## src/hdl/tiu_params.svh

```systemverilog
// constants of the timer and interrupt unit
`ifndef TIU_PARAMS_SVH
`define TIU_PARAMS_SVH
`define TIU_ADDR_STATUS   6'h00
`define TIU_ADDR_PIN_CTRL 6'h01
`define TIU_ADDR_WATER    6'h02
`define TIU_ADDR_FLAGS_A  6'h06
`define TIU_ADDR_FLAGS_B  6'h07
`define TIU_ADDR_EN_A     6'h08
`define TIU_ADDR_EN_B     6'h09
`define TIU_ADDR_GCTRL    6'h0f
`define TIU_ADDR_CNT_BASE 6'h10
`define TIU_CNT_STRIDE    3
`define TIU_OFS_CTRL      3'h0
`define TIU_OFS_REL_HI    3'h1
`define TIU_OFS_REL_LO    3'h2
`define TIU_OFS_VAL_HI    3'h3
`define TIU_OFS_VAL_LO    3'h4
`define TIU_BIT_SETCLR    7
`define TIU_CTRL_CLK_LSB  0
`define TIU_CTRL_RELOAD   2
`define TIU_CTRL_STOPEVT  3
`define TIU_CTRL_START    4
`define TIU_CTRL_WAKE     5
`define TIU_FLAG_GLOBAL   6
`define TIU_RST_BYTE      8'h00
`define TIU_RST_WATER     8'h08
`define TIU_CLK_KHZ       40000
`define TIU_FAST_KHZ      13560
`define TIU_SLOW_DIV      64
`endif

```

## src/hdl/tiu_pkg.sv

```systemverilog
// types of the timer and interrupt unit
`default_nettype none
package tiu_pkg;
   typedef enum logic [1:0] {tiu_src_fast, tiu_src_slow, tiu_src_chain} tiu_clk_src_t;
endpackage : tiu_pkg
`default_nettype wire

```

## src/hdl/tiu_unit.sv

```systemverilog
// interrupt aggregation and counter unit
`include "tiu_params.svh"
`default_nettype none
module tiu_unit import tiu_pkg::*; #(
   parameter int FIFO_DEPTH = 512,
   parameter int CW         = 10
) (
   // clock and reset
   input  wire logic          clk,
   input  wire logic          rst,
   // register port
   input  wire logic          reg_wr,
   input  wire logic          reg_rd,
   input  wire logic [5:0]    reg_addr,
   input  wire logic [7:0]    reg_wdata,
   output logic [7:0]         reg_rdata,
   // event sources
   input  wire logic          tx_payload_phase,
   input  wire logic          tx_eof_phase,
   input  wire logic          rx_stream_end,
   input  wire logic          command_is_idle,
   input  wire logic [CW-1:0] fifo_count,
   input  wire logic          rx_active,
   input  wire logic [7:0]    error_status,
   input  wire logic          card_presence_sense,
   input  wire logic          card_presence_sense_mode,
   input  wire logic          frame_start_seen,
   input  wire logic [3:0]    counter_stop_evt,
   // low power oscillator pin
   input  wire logic          low_power_osc,
   // outputs
   output logic               irq_pin,
   output logic               standby_req,
   output logic               stay_powered
);
   localparam int NCNT  = 5;
   localparam int SLOWW = $clog2(`TIU_SLOW_DIV);

   logic [7:0]      pin_ctrl;
   logic [7:0]      water_level;
   logic [6:0]      flags_a;
   logic [6:0]      flags_b;
   logic [6:0]      en_a;
   logic [6:0]      en_b;
   logic [7:0]      cnt_ctrl  [NCNT];
   logic [15:0]     cnt_rel   [NCNT];
   logic [15:0]     cnt_val   [NCNT];
   logic [NCNT-1:0] cnt_run;
   logic [NCNT-1:0] cnt_uf;
   logic [NCNT-1:0] cnt_tick;
   logic [NCNT-1:0] cnt_start;
   logic [NCNT-1:0] cnt_halt;
   logic [NCNT-1:0] start_bit;

   // register decode helpers
   function automatic logic [7:0] apply_setclr(input logic [6:0] old, input logic [7:0] w);
      if (w[`TIU_BIT_SETCLR]) begin
         apply_setclr = {1'b0, old | w[6:0]};
      end else begin
         apply_setclr = {1'b0, old & ~w[6:0]};
      end
   endfunction : apply_setclr

   function automatic logic cnt_hit(input logic [5:0] a, input int idx, input logic [2:0] ofs);
      cnt_hit = (a == 6'(int'(`TIU_ADDR_CNT_BASE) + (idx << `TIU_CNT_STRIDE) + int'(ofs)));
   endfunction : cnt_hit

   wire wr_fa = reg_wr && (reg_addr == `TIU_ADDR_FLAGS_A);
   wire wr_fb = reg_wr && (reg_addr == `TIU_ADDR_FLAGS_B);
   wire wr_gc = reg_wr && (reg_addr == `TIU_ADDR_GCTRL);

   // fast tick by phase accumulator, slow tick by 64
   localparam logic [15:0] ACC_STEP = 16'(`TIU_FAST_KHZ);
   localparam logic [15:0] ACC_MOD  = 16'(`TIU_CLK_KHZ);
   logic [15:0]     acc;
   logic            fast_tick;
   logic [SLOWW-1:0] slow_cnt;
   logic            slow_tick;

   always_ff @(posedge clk or posedge rst) begin
      if (rst) begin
         acc       <= 16'h0000;
         fast_tick <= 1'b0;
      end else if (acc + ACC_STEP >= ACC_MOD) begin
         acc       <= acc + ACC_STEP - ACC_MOD;
         fast_tick <= 1'b1;
      end else begin
         acc       <= acc + ACC_STEP;
         fast_tick <= 1'b0;
      end
   end

   always_ff @(posedge clk or posedge rst) begin
      if (rst) begin
         slow_cnt  <= '0;
         slow_tick <= 1'b0;
      end else begin
         slow_tick <= 1'b0;
         if (fast_tick) begin
            slow_cnt <= slow_cnt + 1'b1;
            if (slow_cnt == '1) begin
               slow_tick <= 1'b1;
            end
         end
      end
   end

   // oscillator pin synchronised, rising edge gives wake tick
   logic lpo_s1;
   logic lpo_s2;
   logic lpo_s3;
   always_ff @(posedge clk or posedge rst) begin
      if (rst) begin
         lpo_s1 <= 1'b0;
         lpo_s2 <= 1'b0;
         lpo_s3 <= 1'b0;
      end else begin
         lpo_s1 <= low_power_osc;
         lpo_s2 <= lpo_s1;
         lpo_s3 <= lpo_s2;
      end
   end

   // counters
   generate
      for (genvar i = 0; i < NCNT; i++) begin : g_cnt
         if (i < 4) begin : g_sel
            always_comb begin
               unique case (tiu_clk_src_t'(cnt_ctrl[i][`TIU_CTRL_CLK_LSB +: 2]))
                  tiu_src_fast:  cnt_tick[i] = fast_tick;
                  tiu_src_slow:  cnt_tick[i] = slow_tick;
                  tiu_src_chain: cnt_tick[i] = cnt_uf[(i + 3) % 4];
                  default:       cnt_tick[i] = 1'b0;
               endcase
            end
            assign cnt_start[i] = (wr_gc && reg_wdata[i] && reg_wdata[i+4]) || start_bit[i];
            assign cnt_halt[i]  = wr_gc && reg_wdata[i] && !reg_wdata[i+4];
         end else begin : g_wake
            assign cnt_tick[i]  = lpo_s2 && !lpo_s3;
            assign cnt_start[i] = start_bit[i];
            assign cnt_halt[i]  = 1'b0;
         end
         tiu_counter u_cnt (
            .clk         (clk),
            .rst         (rst),
            .tick        (cnt_tick[i]),
            .start       (cnt_start[i]),
            .halt        (cnt_halt[i]),
            .stop_evt    ((i < 4) ? (cnt_ctrl[i][`TIU_CTRL_STOPEVT] && counter_stop_evt[i % 4]) : 1'b0),
            .auto_reload (cnt_ctrl[i][`TIU_CTRL_RELOAD]),
            .reload      (cnt_rel[i]),
            .running     (cnt_run[i]),
            .value       (cnt_val[i]),
            .underflow   (cnt_uf[i])
         );

         always_ff @(posedge clk or posedge rst) begin
            if (rst) begin
               cnt_ctrl[i]  <= `TIU_RST_BYTE;
               cnt_rel[i]   <= {`TIU_RST_BYTE, `TIU_RST_BYTE};
               start_bit[i] <= 1'b0;
            end else begin
               start_bit[i] <= 1'b0;
               if (reg_wr && cnt_hit(reg_addr, i, `TIU_OFS_CTRL)) begin
                  cnt_ctrl[i]  <= reg_wdata & ~(8'h01 << `TIU_CTRL_START);
                  start_bit[i] <= reg_wdata[`TIU_CTRL_START];
               end
               if (reg_wr && cnt_hit(reg_addr, i, `TIU_OFS_REL_HI)) begin
                  cnt_rel[i][15:8] <= reg_wdata;
               end
               if (reg_wr && cnt_hit(reg_addr, i, `TIU_OFS_REL_LO)) begin
                  cnt_rel[i][7:0] <= reg_wdata;
               end
            end
         end
      end
   endgenerate

   // fifo warning levels from one setting
   localparam logic [CW-1:0] DEPTH = CW'(FIFO_DEPTH);
   wire fifo_upper_status = fifo_count >= (DEPTH - CW'(water_level));
   wire fifo_lower_status = fifo_count <= CW'(water_level);

   // previous levels for edge events
   logic tx_pay_q;
   logic idle_q;
   logic upper_q;
   logic lower_q;
   always_ff @(posedge clk or posedge rst) begin
      if (rst) begin
         tx_pay_q <= 1'b0;
         idle_q   <= 1'b1;
         upper_q  <= 1'b0;
         lower_q  <= 1'b1;                                   // empty fifo after reset is no fresh warning
      end else begin
         tx_pay_q <= tx_payload_phase;
         idle_q   <= command_is_idle;
         upper_q  <= fifo_upper_status;
         lower_q  <= fifo_lower_status;
      end
   end

   // flag registers, hardware set wins over host clear
   logic [7:0] wr_a_val;
   logic [7:0] wr_b_val;
   logic [6:0] set_a;
   logic [6:0] set_b;
   logic [6:0] next_flags_a;
   logic [6:0] next_flags_b;
   assign wr_a_val = apply_setclr(flags_a, reg_wdata);
   assign wr_b_val = apply_setclr(flags_b, reg_wdata);

   always_comb begin
      set_a[0] = tx_pay_q && tx_eof_phase;
      set_a[1] = rx_stream_end;
      set_a[2] = command_is_idle && !idle_q;
      set_a[3] = fifo_upper_status && !upper_q;
      set_a[4] = fifo_lower_status && !lower_q;
      set_a[5] = rx_active && (|error_status);
      set_a[6] = card_presence_sense_mode && card_presence_sense;
      set_b[4:0] = cnt_uf;
      set_b[5]   = rx_active && frame_start_seen;
      next_flags_a      = (wr_fa ? wr_a_val[6:0] : flags_a) | set_a;
      next_flags_b[5:0] = (wr_fb ? wr_b_val[5:0] : flags_b[5:0]) | set_b[5:0];
      // global looks at new values, so clearing it with its source sticks
      set_b[6]          = (|(next_flags_a & en_a)) || (|(next_flags_b[5:0] & en_b[5:0]));
      next_flags_b[6]   = (wr_fb ? wr_b_val[6] : flags_b[6]) | set_b[6];
   end

   always_ff @(posedge clk or posedge rst) begin
      if (rst) begin
         flags_a <= 7'h00;
      end else begin
         flags_a <= next_flags_a;
      end
   end

   always_ff @(posedge clk or posedge rst) begin
      if (rst) begin
         flags_b <= 7'h00;
      end else begin
         flags_b <= next_flags_b;
      end
   end

   // enable and configuration registers
   logic [7:0] en_a_new;
   logic [7:0] en_b_new;
   assign en_a_new = apply_setclr(en_a, reg_wdata);
   assign en_b_new = apply_setclr(en_b, reg_wdata);

   always_ff @(posedge clk or posedge rst) begin
      if (rst) begin
         en_a        <= 7'h00;
         en_b        <= 7'h00;
         pin_ctrl    <= `TIU_RST_BYTE;
         water_level <= `TIU_RST_WATER;
      end else if (reg_wr) begin
         if (reg_addr == `TIU_ADDR_EN_A) begin
            en_a <= en_a_new[6:0];
         end
         if (reg_addr == `TIU_ADDR_EN_B) begin
            en_b <= en_b_new[6:0];
         end
         if (reg_addr == `TIU_ADDR_PIN_CTRL) begin
            pin_ctrl <= reg_wdata;
         end
         if (reg_addr == `TIU_ADDR_WATER) begin
            water_level <= reg_wdata;
         end
      end
   end

   // interrupt pin and status
   wire pending = (|(flags_a & en_a)) || (|(flags_b & en_b));
   always_ff @(posedge clk or posedge rst) begin
      if (rst) begin
         irq_pin <= 1'b0;
      end else begin
         irq_pin <= pin_ctrl[0] && pending;
      end
   end

   // wake counter standby control
   wire auto_wake = cnt_ctrl[4][`TIU_CTRL_WAKE];
   always_ff @(posedge clk or posedge rst) begin
      if (rst) begin
         standby_req  <= 1'b0;
         stay_powered <= 1'b1;
      end else begin
         standby_req  <= auto_wake && cnt_uf[4] && !flags_a[6];
         stay_powered <= !auto_wake;
      end
   end

   // register read
   logic [7:0] rd_mux;
   always_comb begin
      rd_mux = 8'h00;
      unique case (reg_addr)
         `TIU_ADDR_STATUS:   rd_mux = {7'h00, pending};
         `TIU_ADDR_PIN_CTRL: rd_mux = pin_ctrl;
         `TIU_ADDR_WATER:    rd_mux = water_level;
         `TIU_ADDR_FLAGS_A:  rd_mux = {1'b0, flags_a};
         `TIU_ADDR_FLAGS_B:  rd_mux = {1'b0, flags_b};
         `TIU_ADDR_EN_A:     rd_mux = {1'b0, en_a};
         `TIU_ADDR_EN_B:     rd_mux = {1'b0, en_b};
         `TIU_ADDR_GCTRL:    rd_mux = {cnt_run[3:0], 4'h0};
         default: begin
            for (int k = 0; k < NCNT; k++) begin
               if (cnt_hit(reg_addr, k, `TIU_OFS_CTRL)) begin
                  rd_mux = cnt_ctrl[k];
               end
               if (cnt_hit(reg_addr, k, `TIU_OFS_REL_HI)) begin
                  rd_mux = cnt_rel[k][15:8];
               end
               if (cnt_hit(reg_addr, k, `TIU_OFS_REL_LO)) begin
                  rd_mux = cnt_rel[k][7:0];
               end
               if (cnt_hit(reg_addr, k, `TIU_OFS_VAL_HI)) begin
                  rd_mux = cnt_val[k][15:8];
               end
               if (cnt_hit(reg_addr, k, `TIU_OFS_VAL_LO)) begin
                  rd_mux = cnt_val[k][7:0];
               end
            end
         end
      endcase
   end

   always_ff @(posedge clk or posedge rst) begin
      if (rst) begin
         reg_rdata <= 8'h00;
      end else if (reg_rd) begin
         reg_rdata <= rd_mux;
      end
   end
endmodule : tiu_unit
`default_nettype wire

```

## src/hdl/tiu_counter.sv

```systemverilog
// one sixteen bit down counter with reload
`default_nettype none
module tiu_counter (
   // clock and reset
   input  wire logic        clk,
   input  wire logic        rst,
   // control
   input  wire logic        tick,
   input  wire logic        start,
   input  wire logic        halt,
   input  wire logic        stop_evt,
   input  wire logic        auto_reload,
   input  wire logic [15:0] reload,
   // state
   output logic             running,
   output logic [15:0]      value,
   output logic             underflow
);
   always_ff @(posedge clk or posedge rst) begin
      if (rst) begin
         running   <= 1'b0;
         value     <= 16'h0000;
         underflow <= 1'b0;
      end else begin
         underflow <= 1'b0;
         if (start) begin
            running <= 1'b1;
            value   <= reload;
         end else if (halt || (running && stop_evt)) begin
            running <= 1'b0;
         end else if (running && tick) begin
            if (value == 16'h0000) begin
               underflow <= 1'b1;
               if (auto_reload) begin
                  value <= reload;
               end else begin
                  running <= 1'b0;
               end
            end else begin
               value <= value - 16'h0001;
            end
         end
      end
   end
endmodule : tiu_counter
`default_nettype wire

```

## config.mk

```make
export PLATFORM = sky130hd
export DESIGN_NAME = tiu_unit
export DESIGN_NICKNAME = d
export VERILOG_FILES = /design/src/hdl/tiu_pkg.sv /design/src/hdl/tiu_unit.sv /design/src/hdl/tiu_counter.sv
export VERILOG_INCLUDE_DIRS = /design/src /design/src/hdl
export SDC_FILE = /design/constraint.sdc
export NUM_CORES = 1
export LEC_CHECK = 0
export ABC_AREA = 1
export BUFFER_PORTS_ARGS = -buffer_cell sky130_fd_sc_hd__buf_2
export CAP_MARGIN = 40
export CORE_ASPECT_RATIO = 1.2
export CORE_UTILIZATION = 60
export DETAILED_ROUTE_END_ITERATION = 12
export PLACE_DENSITY_LB_ADDON = 0.05
export SYNTH_ARGS = -nofsm -noshare
export SYNTH_HDL_FRONTEND = slang
export SYNTH_SLANG_ARGS = --single-unit
```

## constraint.sdc

```tcl
create_clock -name clk -period 10.55 [get_ports clk]
set_clock_uncertainty 0.15 [all_clocks]
set_input_delay 1.5825 -clock clk [delete_from_list [all_inputs] [get_ports clk]]
set_output_delay 1.5825 -clock clk [all_outputs]
set_load 0.02 [all_outputs]
```

-- Word level (Yosys, flattened, before mapping)
Cells that the tools add are included.
- register bits: 296
- logic and storage cells: 369
- add/subtract/negate cells: 9
- order comparisons: 3
- eq/ne operators: 55
- muxes and demuxes: 113
- bitwise operators: 16
- reductions and logical operators: 117
- operator list (kind ; number):
    $mux 16 ; 25
    $mux 8 ; 25
    $eq 6x6->1 const B ; 16
    $logic_not 16->1 ; 5
    $sub 16x1->16 const B ; 5
    $pmux 8 s8 ; 1
    $eq 6x5->1 const B ; 10
    $logic_and 1x1->1 ; 54
    $mux 1 ; 52
    $and 7x7->7 ; 7
    $mux 7 ; 5
    $or 7x7->7 ; 5
    $reduce_and 3->1 ; 9
    $reduce_bool 3->1 ; 8
    $reduce_or 7->1 ; 3
    $eq 6x4->1 const B ; 3
    $add 16x14->16 const B ; 1
    $ge 16x16->1 const B ; 1
    $sub 16x16->16 const B ; 1
    $eq 6x3->1 const B ; 2
    $ne 3x1->1 const B ; 4
    $ne 3x2->1 const B ; 4
    $pmux 1 s3 ; 4
    $reduce_bool 2->1 ; 6
    22 further kinds ; 57

-- Logic depth before layout (Yosys ltp)
- word-level depth: 27
- mapped depth: 21
- depth with buffers taken out: 21

-- Cells and area by module
From an unflattened synthesis, not the netlist that was laid out.
- cells, all modules: 2541
- area, all modules: 17840.9 um2
- modules (own cells, without submodules) (module ; instances ; cells an instance ; area an instance (um2)):
    tiu_unit ; 1 ; 1401 ; 10771.6
    tiu_counter ; 5 ; 228 ; 1413.9

-- Worst setup path before layout
No wires, ideal clock.
- kind: input to register
- start point: input port reg_addr[5]
- end point: register g_cnt[3].u_cnt.value[7]
- setup time: 0.131 ns
- data arrival time: 3.002 ns
- path slack: 7.267 ns
- cell stages on the path: 15
- path through: nor2_1 > inv_2 > nor2_2 > nand2_2 > nor2_4 > inv_2 > o21ai_2 > nor2_1 > nand2_1 > nand2_2 > inv_2 > buf_2 > a21oi_1 > o21ai_0 > o21ai_0
- longest elaborated chain between the ends: 7
- elaborated cells on any way between the ends: 12
- those cells by class: 3 x eq/ne; 1 x mux; 8 x reduce/logical
- ends and longest elaborated chain (element ; line ; RTL):
    start, declared ; tiu_unit.sv:14 ; input wire logic [5:0] reg_addr,
    $eq 6x4->1 * ; - ;
    $logic_and 1x1->1 * ; tiu_unit.sv:70 ; wire wr_gc = reg_wr && (reg_addr == `TIU_ADDR_GCTRL);
    $logic_and 1x1->1 * ; tiu_unit.sv:136, tiu_unit.sv:137 ;
    $logic_and 1x1->1 (on tied branches) ; tiu_unit.sv:136, tiu_unit.sv:137 ;
    $logic_or 1x1->1 (on tied branches) ; tiu_unit.sv:136, tiu_counter.sv:29 ;
    $ne 3x2->1 (no line), or another cell as far along ; - ;
    $reduce_and 3->1 (no line) ; - ;
    end signal, assigned ; tiu_counter.sv:28 ; value <= reload;
    end signal, assigned ; tiu_counter.sv:35 ; value <= reload;
    end signal, assigned ; tiu_counter.sv:40 ; value <= value - 16'h0001;
    end, declared ; tiu_counter.sv:16 ; output logic [15:0] value,
Every way passes the cells marked *; elsewhere a longest branch is shown, timed or not.
A chain may end at the register's enable or synchronous reset.

-- Worst setup path in the final report
- start point: input port reg_addr[5]
- end point: register reg_rdata[7]
- longest elaborated chain between the ends: 27
- elaborated cells on any way between the ends: 59
- those cells by class: 32 x eq/ne; 26 x mux; 1 x reduce/logical
- ends and longest elaborated chain (element ; line ; RTL):
    $eq 6x5->1 ; tiu_unit.sv:65 ; cnt_hit = (a == 6'(int'(`TIU_ADDR_CNT_BASE) + (idx << `TIU_CNT_STRIDE) + int'(ofs)));
    $mux 8 ; tiu_unit.sv:311 ; if (cnt_hit(reg_addr, k, `TIU_OFS_CTRL)) begin
    $mux 8 ; tiu_unit.sv:314 ; if (cnt_hit(reg_addr, k, `TIU_OFS_REL_HI)) begin
    $mux 8 ; tiu_unit.sv:317 ; if (cnt_hit(reg_addr, k, `TIU_OFS_REL_LO)) begin
    $mux 8 ; tiu_unit.sv:320 ; if (cnt_hit(reg_addr, k, `TIU_OFS_VAL_HI)) begin
    $mux 8 ; tiu_unit.sv:323 ; if (cnt_hit(reg_addr, k, `TIU_OFS_VAL_LO)) begin
    $mux 8 ; tiu_unit.sv:311 ;
    $mux 8 ; tiu_unit.sv:314 ;
    [11 not listed] ; - ;
    $mux 8 ; tiu_unit.sv:320 ;
    $mux 8 ; tiu_unit.sv:323 ;
    $mux 8 ; tiu_unit.sv:311 ;
    $mux 8 ; tiu_unit.sv:314 ;
    $mux 8 ; tiu_unit.sv:317 ;
    $mux 8 ; tiu_unit.sv:320 ;
    $mux 8 ; tiu_unit.sv:323 ;
    $pmux 8 s8 * ; tiu_unit.sv:300 ; unique case (reg_addr)
    end signal, assigned ; tiu_unit.sv:335 ; reg_rdata <= rd_mux;
    end, declared ; tiu_unit.sv:16 ; output logic [7:0] reg_rdata,
Marks and branches as above.

==> results.cfg <==
[power]
p_per_area_nw_per_um2 = 197
peakVddDrop_mv = 0.169
power_leakage_nw = 8.34

[flow_run]
cap_violations = 0

[logic_synthesis]
synth_area_leaders = dfrtp_1, nand2_1, o21ai_0
async_reset_ff_frac = 1.00
synth.cell_area_um2 = 16400
syn_area_per_cell_um2 = 7.67
synthCells = 2140
synth_enable_flop_cells = 0
synth_cell_types = 64
synth.ff_latch_count = 293
synthesis.nets = 2221
yosysTopAreaCell = dfrtp_1
yosysSeqAreaShare = 0.447
synth_top_area_frac = 0.441
synth_ff_type = dfrtp_1
yosysWarnings = 0

[setup_path]
start_kind = input port
critPathMaxStageDelay_ns = 0.57
worstPathArrival_ns = 4.12
cp_common_cell = nand2_1
worstPathRequired_ns = 10.86
worstPathCellList = buf_2 > nor2_2 > inv_2 > nor2_2 > nand2_1 > nand2_1 > nand4_1 > nand2_1 > nand3_1 > nand2_1 > nand3_1 > nand2_1 > nand3_1 > nand2_1 > nand4_1 > nand2_1 > a21oi_1
slowest_stage = nor2_2
path_buf_inv = 2
cp-end-kind = register
crit_type = input port to register
crit_path_max_fanout = 15
crit_family = simple AND/OR/NAND/NOR gates

[sta]
fmaxAchievable_ghz = 0.262
rsz0062_at_grt = false
slew_headroom = 0.340
hold_viol_final = 0
finalSetupViolCount = 0
worstMarginPinSlew_ns = 0.990
fin_crit_sh = 0.361
slew_viol_final = 0
tns_ns = 0
fin_crit_ns = 3.81

[route]
wl_per_cell_um = 19.2
drt_first_pass_iters = 7
via_count = 15100
ant_nets = 0
drt_iter0_drc = 1550
vias_per_cell = 5.97
drt_wl_total_um = 48700
drc_errors = 0

[placed_design]
dpl.hpwl_um = 34700
port_buffers = 59
gp_congestion = 0.934

[grt]
grt_usage = 0.360
grt_pass1_vias = 15000
grt-ovfl-total = 0
grt_max_degree = 175
antenna_found_initial = 2
grt_first_pass_wirelength_um = 79300

[cts]
cts_resized = 0
htreeDepth = 1
cts_buffers = 31
post-cts-setup-buffers = 0
cts_root_buf = clkbuf_16
clkSinkCount = 293
clock_path_buffers = 3
clkLatencyLatePin_ns = 0.58
cts-hold-fix-buffers = 0
cts_tree = yes
clkTransAtPathRegs_ns = 0.06

[floorplanning]
start_util = 0.617
dieArea_um2 = 28000
num_rows = 65
core-area_um2 = 26600
io_pins = 60
die_w_um = 153
fp.dieH_um = 183

[finish]
drive_above_1_share = 0.0941
layout_common_cells = nand2_1, dfrtp_1, o21ai_0, inv_1, nor2_1
syn_to_final_growth_pct = 9.87
final_util = 0.678
fin_nets = 2257
num_antenna_cells = 0
mostFrequentLayoutCell = nand2_1

[status]
status = completed

[worst_hold_path]
hold_path.class = register to register
## cells by family (layout without fill, tap and decap cells)
group,Yosys count,in the layout,synth area share
flip-flops,293,293,0.447
XOR/XNOR,54,54,0.0302
multiplexers,2,2,0.00122
adder cells (fa/ha/maj),32,32,0.0244
AND/OR/NAND/NOR,918,918,0.242
buffers and inverters,326,386,0.0761
AO/OA/AOI/OAI,515,515,0.179
## report_power, final
group	internal, mW	switching, mW
clock	0.613	0.457
sequential	1.34	0.236
combinational	0.317	0.583
total	2.27	1.28
## worst reg2reg max path: cells and delay by family (launching register included)
| kind | cells | cell delay [ns] |
|---|---|---|
| simple gates | 4 | 0.88 |
| buf+inv | 3 | 0.79 |
| fa+ha+maj | 1 | 0.19 |
| compound gates | 4 | 0.43 |
| flops | 1 | 0.38 |
## final timing paths
kind / start / to / slack, ns / depth (start not counted)
worst min-delay path: lpo_s1 / lpo_s2 / 0.21 / 0
worst max register to register: g_cnt[1].u_cnt.value[0] / g_cnt[1].u_cnt.value[3] / 7.58 / 12
worst max-delay path: reg_addr[5] / reg_rdata[7] / 6.74 / 17
min in group asynchronous: rst / slow_cnt[3] / 1.03 / 2
worst min register to register: lpo_s1 / lpo_s2 / 0.21 / 0
max in group asynchronous: rst / lpo_s2 / 7.71 / 3
## per-layer routing
metal / up-vias / wire (um) / global-route usage
met4: 4 / 2720 / 0.188
met5: - / 27 / 0
met3: 181 / 3210 / 0.0440
met1: 7139 / 19700 / 0.457
met2: 619 / 23100 / 0.608
li1: 7183 / - / -
## cell usage after synthesis (all sizes together), types with 5 or more instances
master  instances
dfrtp         289
o22ai          14
o21bai          6
xor2           46
buf            17
xnor2           8
or2            18
ha             32
nand3          76
nand4          47
o311ai          5
o21ai         293
inv           255
nand2         558
o221ai          5
nor2          169
o31ai          12
nor4           10
o211ai         32
a21oi          88
a221oi         11
nor3           30
a31oi          19
clkbuf         53
## registers in the layout (all words and copies together) (netlist names), 4 cells and up, named ones only
name and cells:
g_cnt.u_cnt.value 80, flags_a 7, pin_ctrl 8, g_cnt.u_cnt.underflow 5, slow_cnt 6, cnt_rel 80, water_level 8, flags_b 7
g_cnt.u_cnt.running 5, start_bit 4, reg_rdata 8, cnt_ctrl 34, acc 13
## final cells by class
cell class / count / area [um^2]
Fill cell: 2322 / 8570
Multi-Input combinational cell: 1521 / 7820
Sequential cell: 293 / 7340
Inverter: 256 / 968
Clock buffer: 46 / 902
Timing Repair Buffer: 73 / 488
Tap cell: 335 / 419
Clock inverter: 11 / 90.1
## through the flow
| step | power, mW | std cells | cell area (um^2) | hold slack (ns) | setup WS (ns) |
|---|---|---|---|---|---|
| after floorplan | 2.18 | 2140 | 16400 | 0.181 | 0.733 |
| after global placement | 2.43 | 2472 | 16900 | 0.192 | 6.32 |
| after detailed placement | 2.47 | 2478 | 17000 | 0.189 | 6.29 |
| after CTS | 3.54 | 2535 | 18000 | 0.210 | 6.87 |
| after global routing | 3.76 | 2535 | 18000 | 0.213 | 6.48 |
| final | 3.55 | 2535 | 18000 | 0.208 | 6.74 |
Note: power is estimated with default switching activity, not from simulation.
